`src/shared/tss_pkg.sv`:
```
package tss_pkg;
   // ----------------------------------------
   // Sizes, offsets and field positions
   // ----------------------------------------
   localparam int TSS_FIFO_DEPTH = 8;
   localparam int TSS_DM_AW = 12;
   localparam logic [11:0] TSS_MODE_IDX = 12'h105;
   localparam logic [11:0] TSS_STAT_IDX = 12'h106;
   localparam logic [31:0] TSS_MODE_ADDR = {18'h00000, TSS_MODE_IDX, 2'h0};
   localparam logic [31:0] TSS_STAT_ADDR = {18'h00000, TSS_STAT_IDX, 2'h0};
   localparam int TSS_SREN_POS = 7;
   localparam int TSS_DBUF_POS = 0;
   localparam logic [7:0] TSS_MODE_RST = 8'h00;
   localparam logic [1:0] TSS_RESP_OKAY = 2'h0;
   localparam logic [1:0] TSS_RESP_SLVERR = 2'h2;
   localparam logic [1:0] TSS_DIBIT_CODE = 2'h1;
   localparam logic [2:0] TSS_NIB_CODE = 3'h1;

   // ----------------------------------------
   // Types
   // ----------------------------------------
   typedef enum logic [1:0] {TSS_BYTE, TSS_BIT, TSS_DIBIT, TSS_NIBBLE} tss_type_e;
   typedef enum logic {TSS_ST_IDLE, TSS_ST_READ} tss_eng_e;

   typedef struct packed {
      logic to_dir;
      logic page_select_bit;
      logic [TSS_DM_AW-1:0] addr;
      logic [6:0] subrate;
      logic [7:0] data;
   } tss_slot_s;

   typedef struct packed {
      logic [7:0] data;
      logic [7:0] mask;
   } tss_piece_s;

   // ----------------------------------------
   // Decoding helpers
   // ----------------------------------------
   function automatic tss_type_e tss_type(input logic [6:0] f);
      if (f[6]) return TSS_BIT;
      if (f[6:5] == TSS_DIBIT_CODE) return TSS_DIBIT;
      if (f[6:4] == TSS_NIB_CODE) return TSS_NIBBLE;
      return TSS_BYTE;
   endfunction

   // Mask marks the only bits a write may change, so several pieces can share a byte
   function automatic tss_piece_s tss_shuffle(input logic [7:0] b, input logic [6:0] f, input logic en);
      tss_piece_s p;
      logic [2:0] s;
      logic [2:0] d;
      p.data = b;
      p.mask = 8'hff;
      s = 3'h0;
      d = 3'h0;
      if (en) begin
         case (tss_type(f))
            TSS_BIT: begin
               s = f[5:3];
               d = f[2:0];
               p.mask = 8'h01 << d;
               p.data = (b[s] ? 8'h01 : 8'h00) << d;
            end
            TSS_DIBIT: begin
               s = {f[4:3], 1'b0};
               d = {f[1:0], 1'b0};
               p.mask = 8'h03 << d;
               p.data = {6'h00, b[s +: 2]} << d;
            end
            TSS_NIBBLE: begin
               s = {f[3], 2'h0};
               d = {f[0], 2'h0};
               p.mask = 8'h0f << d;
               p.data = {4'h0, b[s +: 4]} << d;
            end
            default: begin
            end
         endcase
      end
      return p;
   endfunction

   // Returns {status hit, mode hit}
   function automatic logic [1:0] tss_decode(input logic [31:0] a);
      return {a == TSS_STAT_ADDR, a == TSS_MODE_ADDR};
   endfunction
endpackage

```
`src/verilog/tss_shuffler.sv`:
```
// The AXI4-Lite slave port and the register offsets were decided locally.
`timescale 1ns/1ps

// ----------------------------------------
// Slot FIFO
// ----------------------------------------
module tss_fifo #(
   parameter int W = 8,
   parameter int DEPTH = 8
) (
   input wire logic aclk,
   input wire logic aresetn,
   input wire logic ce,
   input wire logic in_valid,
   output logic in_ready,
   input wire logic [W-1:0] in_data,
   output logic out_valid,
   input wire logic out_ready,
   output logic [W-1:0] out_data
);
   localparam int AW = $clog2(DEPTH);
   typedef struct packed {
      logic [DEPTH-1:0][W-1:0] mem;
      logic [AW-1:0] wp;
      logic [AW-1:0] rp;
      logic [AW:0] cnt;
      logic vld;
      logic rdy;
   } tss_fifo_s;
   localparam tss_fifo_s FIFO_RST = '{rdy: 1'b1, default: '0};
   tss_fifo_s q;
   tss_fifo_s n;
   logic push;
   logic pop;
   always_comb begin
      n = q;
      push = in_valid && q.rdy;
      pop = q.vld && out_ready;
      if (push) begin
         n.mem[q.wp] = in_data;
         n.wp = AW'(q.wp + 1'b1);
      end
      if (pop) begin
         n.rp = AW'(q.rp + 1'b1);
      end
      if (push && !pop) begin
         n.cnt = (AW+1)'(q.cnt + 1'b1);
      end else if (pop && !push) begin
         n.cnt = (AW+1)'(q.cnt - 1'b1);
      end
      // Ready and valid are registered so neither side sees a combinational path
      n.rdy = n.cnt != (AW+1)'(DEPTH);
      n.vld = n.cnt != '0;
   end

   always_ff @(posedge aclk) begin
      if (!aresetn) begin
         q <= FIFO_RST;
      end else if (ce) begin
         q <= n;
      end
   end

   assign in_ready = q.rdy;
   assign out_valid = q.vld;
   assign out_data = q.mem[q.rp];
endmodule // tss_fifo

// ----------------------------------------
// Subrate shuffler top
// ----------------------------------------
module tss_shuffler import tss_pkg::*; (
   input wire logic aclk,
   input wire logic aresetn,
   input wire logic ce,
   input wire logic awvalid,
   output logic awready,
   input wire logic [31:0] awaddr,
   input wire logic wvalid,
   output logic wready,
   input wire logic [31:0] wdata,
   input wire logic [3:0] wstrb,
   output logic bvalid,
   input wire logic bready,
   output logic [1:0] bresp,
   input wire logic arvalid,
   output logic arready,
   input wire logic [31:0] araddr,
   output logic rvalid,
   input wire logic rready,
   output logic [31:0] rdata,
   output logic [1:0] rresp,
   input wire logic frame_pulse,
   input wire logic in_valid,
   output logic in_ready,
   input wire tss_slot_s in_slot,
   input wire logic mem_ready,
   output logic mem_we,
   output logic mem_re,
   output logic mem_page,
   output logic [TSS_DM_AW-1:0] mem_addr,
   output logic [7:0] mem_wdata,
   output logic [7:0] mem_wmask,
   input wire logic mem_rvalid,
   input wire logic [7:0] mem_rdata,
   output logic tx_valid,
   output logic [7:0] tx_byte
);
   typedef struct packed {
      logic awready;
      logic wready;
      logic aw_got;
      logic w_got;
      logic [1:0] aw_sel;
      logic aw_bad;
      logic [7:0] wdata_l;
      logic wstrb_l;
      logic bvalid;
      logic [1:0] bresp;
      logic arready;
      logic rvalid;
      logic [31:0] rdata;
      logic [1:0] rresp;
      logic [7:0] mode;
      logic active_page;
      logic [15:0] wr_count;
      tss_eng_e st;
      logic mem_we;
      logic mem_re;
      logic mem_page;
      logic [TSS_DM_AW-1:0] mem_addr;
      logic [7:0] mem_wdata;
      logic [7:0] mem_wmask;
      logic tx_valid;
      logic [7:0] tx_byte;
   } tss_top_s;
   localparam tss_top_s TOP_RST = '{mode: TSS_MODE_RST, st: TSS_ST_IDLE, default: '0};
   tss_top_s q;
   tss_top_s n;
   tss_slot_s head;
   logic head_valid;
   logic pop;
   logic sren;
   logic dbuf;
   logic [1:0] rsel;
   tss_piece_s piece;
   logic sub_active;
   // ----------------------------------------
   // Slot buffer
   // ----------------------------------------
   // A stalled memory holds back the FIFO and in turn the slot source
   tss_fifo #(.W($bits(tss_slot_s)), .DEPTH(TSS_FIFO_DEPTH)) u_fifo (
      .aclk(aclk),
      .aresetn(aresetn),
      .ce(ce),
      .in_valid(in_valid),
      .in_ready(in_ready),
      .in_data(in_slot),
      .out_valid(head_valid),
      .out_ready(pop),
      .out_data(head)
   );
   assign sren = q.mode[TSS_SREN_POS];
   assign dbuf = q.mode[TSS_DBUF_POS];
   assign pop = head_valid && mem_ready && (q.st == TSS_ST_IDLE);
   assign piece = tss_shuffle(head.data, head.subrate, sren);
   assign sub_active = sren && (tss_type(head.subrate) != TSS_BYTE);
   // ----------------------------------------
   // Next state
   // ----------------------------------------
   always_comb begin
      n = q;
      rsel = tss_decode(araddr);
      n.mem_we = 1'b0;
      n.mem_re = 1'b0;
      n.tx_valid = 1'b0;
      // Register write channel, address and data in either order
      if (awvalid && q.awready) begin
         n.aw_got = 1'b1;
         n.aw_sel = tss_decode(awaddr);
         n.aw_bad = tss_decode(awaddr) == 2'h0;
      end
      if (wvalid && q.wready) begin
         n.w_got = 1'b1;
         n.wdata_l = wdata[7:0];
         n.wstrb_l = wstrb[0];
      end
      if (q.aw_got && q.w_got && !q.bvalid) begin
         n.aw_got = 1'b0;
         n.w_got = 1'b0;
         n.bvalid = 1'b1;
         n.bresp = q.aw_bad ? TSS_RESP_SLVERR : TSS_RESP_OKAY;
         if (q.aw_sel[0] && q.wstrb_l) begin
            n.mode = q.wdata_l;
         end
      end
      if (q.bvalid && bready) begin
         n.bvalid = 1'b0;
      end
      n.awready = !n.aw_got && !n.bvalid;
      n.wready = !n.w_got && !n.bvalid;
      // Register read channel
      if (arvalid && q.arready) begin
         n.rvalid = 1'b1;
         n.rresp = rsel == 2'h0 ? TSS_RESP_SLVERR : TSS_RESP_OKAY;
         n.rdata = 32'h00000000;
         if (rsel[0]) begin
            n.rdata = {24'h000000, q.mode};
         end else if (rsel[1]) begin
            n.rdata = {q.wr_count, 14'h0000, q.st == TSS_ST_READ, q.active_page};
         end
      end else if (q.rvalid && rready) begin
         n.rvalid = 1'b0;
      end
      n.arready = !n.rvalid;
      // Frame boundary swaps the active and inactive page
      if (frame_pulse && dbuf) begin
         n.active_page = !q.active_page;
      end
      // Slot engine
      case (q.st)
         TSS_ST_IDLE: begin
            if (pop && !head.to_dir) begin
               // Masked write: other pieces packed in this byte survive
               n.mem_we = 1'b1;
               n.mem_addr = head.addr;
               n.mem_wdata = piece.data;
               n.mem_wmask = piece.mask;
               n.mem_page = dbuf && (sub_active ? (q.active_page ^ head.page_select_bit) : q.active_page);
               n.wr_count = 16'(q.wr_count + 1'b1);
            end else if (pop) begin
               n.mem_re = 1'b1;
               n.mem_addr = head.addr;
               n.mem_page = dbuf && (q.active_page ^ head.page_select_bit);
               n.st = TSS_ST_READ;
            end
         end
         TSS_ST_READ: begin
            if (mem_rvalid) begin
               n.tx_valid = 1'b1;
               n.tx_byte = mem_rdata;
               n.st = TSS_ST_IDLE;
            end
         end
         default: begin
            n.st = TSS_ST_IDLE;
         end
      endcase
   end
   always_ff @(posedge aclk) begin
      if (!aresetn) begin
         q <= TOP_RST;
      end else if (ce) begin
         q <= n;
      end
   end
   // ----------------------------------------
   // Outputs
   // ----------------------------------------
   assign awready = q.awready;
   assign wready = q.wready;
   assign bvalid = q.bvalid;
   assign bresp = q.bresp;
   assign arready = q.arready;
   assign rvalid = q.rvalid;
   assign rdata = q.rdata;
   assign rresp = q.rresp;
   assign mem_we = q.mem_we;
   assign mem_re = q.mem_re;
   assign mem_page = q.mem_page;
   assign mem_addr = q.mem_addr;
   assign mem_wdata = q.mem_wdata;
   assign mem_wmask = q.mem_wmask;
   assign tx_valid = q.tx_valid;
   assign tx_byte = q.tx_byte;
   // ----------------------------------------
   // Checks
   // ----------------------------------------
   logic issue;
   logic exp_page;
   assign issue = ce && pop;
   assign exp_page = q.active_page ^ head.page_select_bit;
endmodule // tss_shuffler

```
`config.mk`:
```
export PLATFORM = sky130hd
export DESIGN_NAME = tss_shuffler
export DESIGN_NICKNAME = d
export VERILOG_FILES = /design/src/shared/tss_pkg.sv /design/src/verilog/tss_shuffler.sv
export SDC_FILE = /design/constraint.sdc
export NUM_CORES = 1
export LEC_CHECK = 0
export CAP_MARGIN = 5
export CORE_UTILIZATION = 30
export CTS_CLUSTER_DIAMETER = 50
export DETAILED_ROUTE_END_ITERATION = 8
export DONT_BUFFER_PORTS = 1
export GPL_ROUTABILITY_DRIVEN = 0
export PLACE_DENSITY_LB_ADDON = 0.12
export SETUP_SLACK_MARGIN = 0.1
export SYNTH_ARGS = -nofsm -noshare
export SYNTH_HDL_FRONTEND = slang
export SYNTH_SLANG_ARGS = --single-unit
```
`constraint.sdc`:
```
create_clock -name aclk -period 3.4 [get_ports aclk]
set_input_delay 0.68 -clock aclk [delete_from_list [all_inputs] [get_ports aclk]]
set_output_delay 0.68 -clock aclk [all_outputs]
set_load 0.01 [all_outputs]
```
==> results.yml <==
status:
  status: "completed"
timing:
  fin_tns_setup_ns: 0
  hold_viol: 0
  maxSlewViolCount: 0
  fin_crit_sh: 0.871
  tightest_slew_ns: 0.999
  hold_ws_ns: 0.194
  finalSetupViolations: 0
  max_freq_mhz: 338
  slew_headroom: 0.334
  fin_crit_ns: 2.96
  rsz0062_at_grt: "no"
  finClkSkew_ns: 0.0201
worst_setup_path:
  r2r_start: "u_fifo.q[7]"
  required_ns: 3.86
  crit_path_top_delay_cell: "dfxtp_4"
  reg2reg_depth: 6
  critPathCaptureType: "register"
  path_cells: "buf_4 -> mux4_2 -> mux2i_2 -> nand2_1 -> a221oi_1 -> a211oi_1"
  critPathTopFamily: "multiplexers"
  max_stage_delay_ns: 0.60
  rrSetupSlack_ns: 0.44
  cp_max_fo: 19
  critPathBufInv: 1
  reg2reg_to: "mem_wdata[3]"
  start_kind: "register"
  worstPathArrival_ns: 3.43
  criticalPathCategory: "reg -> reg"
drt:
  dr.pass1.iters: 4
  final_antenna_net_count: 0
  vias: 12200
  drc: 0
  wire_per_inst_um: 19.8
  drt_iter0_markers: 907
  vias_per_cell: 5.01
  routed_wl_mm: 48.3
logic_synthesis:
  synth_cell_types: 64
  synthCells: 1848
  synth_ff_type: "dfxtp_1"
  syn-cell-area_um2: 15800
  synth_top_cells_by_area: "dfxtp_1 (45%), nand2_1 (13%), a21oi_1 (8.7%)"
  yosys-top-cells-count: "nand2_1 (542), dfxtp_1 (354), a21oi_1 (276)"
  yosysMostFrequentCell: "nand2_1"
  ys_ff_latch: 354
  syn_area_per_cell_um2: 8.55
  yosys.area.top_type: "dfxtp_1"
  yosysSeqAreaShare: 0.449
  yosysWarnings: 0
  async_flop_share: 0
  synth_top_area_frac: 0.449
  synth_edf_count: 0
clock_tree:
  h-tree-depth: 2
  cts.reportedPaths.clkPinSlew_ns: 0.06
  clock-sinks: 354
  clockRootBuffer: "clkbuf_16"
  cts_buffer_depth: 3
  cts_resized: 0
  cts_tree: "built"
  post_cts_buffers: 0
  numCtsBuffers: 49
  insertion_delay_ns: 0.60
  postCtsHoldBufs: 0
power_and_ir_drop:
  peakVddDrop_mv: 0.316
  cellLeakagePower_nw: 5.58
  power.density_nw_per_um2: 558
die:
  initial_core_util: 0.305
  die_area_um2: 53600
  design.core.area_um2: 51700
  chipWidth_um: 231
  row_count: 83
  ioPinCount: 231
  fp.dieH_um: 231
placed_design:
  portBuffers: 0
  hpwl_mm: 29.6
min_path:
  hp-class: "in -> reg"
  hold_depth: 1
  min_to: "u_fifo.out_valid"
  min_from: "ce"
run:
  drv_cap: 0
finish:
  fillers: 5331
  antenna_cells: 0
  drive_above_1_share: 0.126
  syn_to_final_growth_pct: 9.88
  final_nets: 1872
grt:
  grtUsageTotal: 0.179
  antenna_found_initial: 0
  grt_max_degree: 105
  grt_pass1_wl_mm: 73.5
  first_global_vias: 11800
  grt_overflow: 0
[kinds of logic (layout without fill, tap and decap cells)]
kind of cell,after synthesis,in the layout,share of synthesized area
compound gates,386,386,0.140
flops,354,354,0.449
simple gates,732,732,0.190
mux,114,114,0.123
xor+xnor,21,21,0.0116
fa+ha+maj,5,5,0.00396
other cells,1,10,0.000237
buf+inv,235,135,0.0824
[layer usage]
layer	wire length [um]	GRT usage	vias to the layer above
li1	-	-	5980
met1	21500	0.232	5855
met5	0	0	-
met3	3040	0.0438	72
met2	22800	0.296	303
met4	1010	0.0484	0
[flip-flops by register name (all words and copies together), names as in the netlist, 8 cells and up]
| name | flops |
|---|---|
| mem_addr | 12 |
| u_fifo.q | 242 |
| mem_wdata | 8 |
| tx_byte | 8 |
| mem_wmask | 8 |
| rdata | 24 |
| q | 38 |
[cell usage in the layout (no fill, tap or decap), types with 11 or more instances in the layout]
cell type	instances
xnor2_1	11
clkbuf_16	49
a22oi_1	17
o21ai_1	12
a211oi_1	21
nand2_1	542
nor2_1	84
o21ai_0	27
dfxtp_1	351
mux2_2	12
a21oi_1	276
buf_4	32
nor3_1	13
mux2i_1	39
mux4_2	52
nand3_1	11
nor4_1	11
[where the power goes]
part | switching (mW) | total (mW) | internal [mW]
Sequential | 0.0586 | 4.27 | 4.21
Clock | 2.05 | 5.01 | 2.96
Combinational | 0.268 | 0.414 | 0.146
[how the worst max path moves through the flow]
| stage | start | endpoint | slack (ns) | cells past startpoint |
|---|---|---|---|---|
| 4_1_cts | u_fifo.q[7] | mem_wmask[2] | 0.41 | 7 |
| 3_5_place_dp | u_fifo.q[7] | mem_wmask[2] | 0.43 | 7 |
| 3_3_place_gp | u_fifo.q[7] | mem_wmask[3] | 0.44 | 7 |
| 2_1_floorplan | u_fifo.q[7] | mem_wdata[7] | 1.10 | 8 |
| 5_1_grt | u_fifo.q[7] | mem_wdata[0] | 0.24 | 6 |
| 6_report | u_fifo.q[7] | mem_wdata[3] | 0.44 | 6 |
[layout make-up]
class	count	area, um^2	area share
multi-input cells	1268	7470	0.430
flip-flops and latches	354	7090	0.409
clock buffers	62	1340	0.0769
well taps	680	851	0.0490
repair buffers	35	300	0.0173
clock inverters	28	264	0.0152
inverters	10	45.0	0.00259
[metrics by stage]
stage / util / total power, mW / setup WS [ns] / cells / area, um^2
final: 0.336 / 9.69 / 0.439 / 2437 / 17400
after global placement: 0.305 / 4.77 / 0.444 / 2347 / 15800
after floorplan: - / 4.73 / 1.10 / 1857 / 15800
after CTS: 0.336 / 9.83 / 0.414 / 2437 / 17400
after detailed placement: 0.305 / 4.78 / 0.427 / 2347 / 15800
after global routing: 0.336 / 10.1 / 0.244 / 2437 / 17400
[worst register-to-register path: stages, from the launching register on]
cell	delay (ns)
dfxtp_4	0.60
buf_4	0.44
mux4_2	0.41
mux2i_2	0.32
nand2_1	0.47
a221oi_1	0.46
a211oi_1	0.13
(Power assumes the default switching activity.)
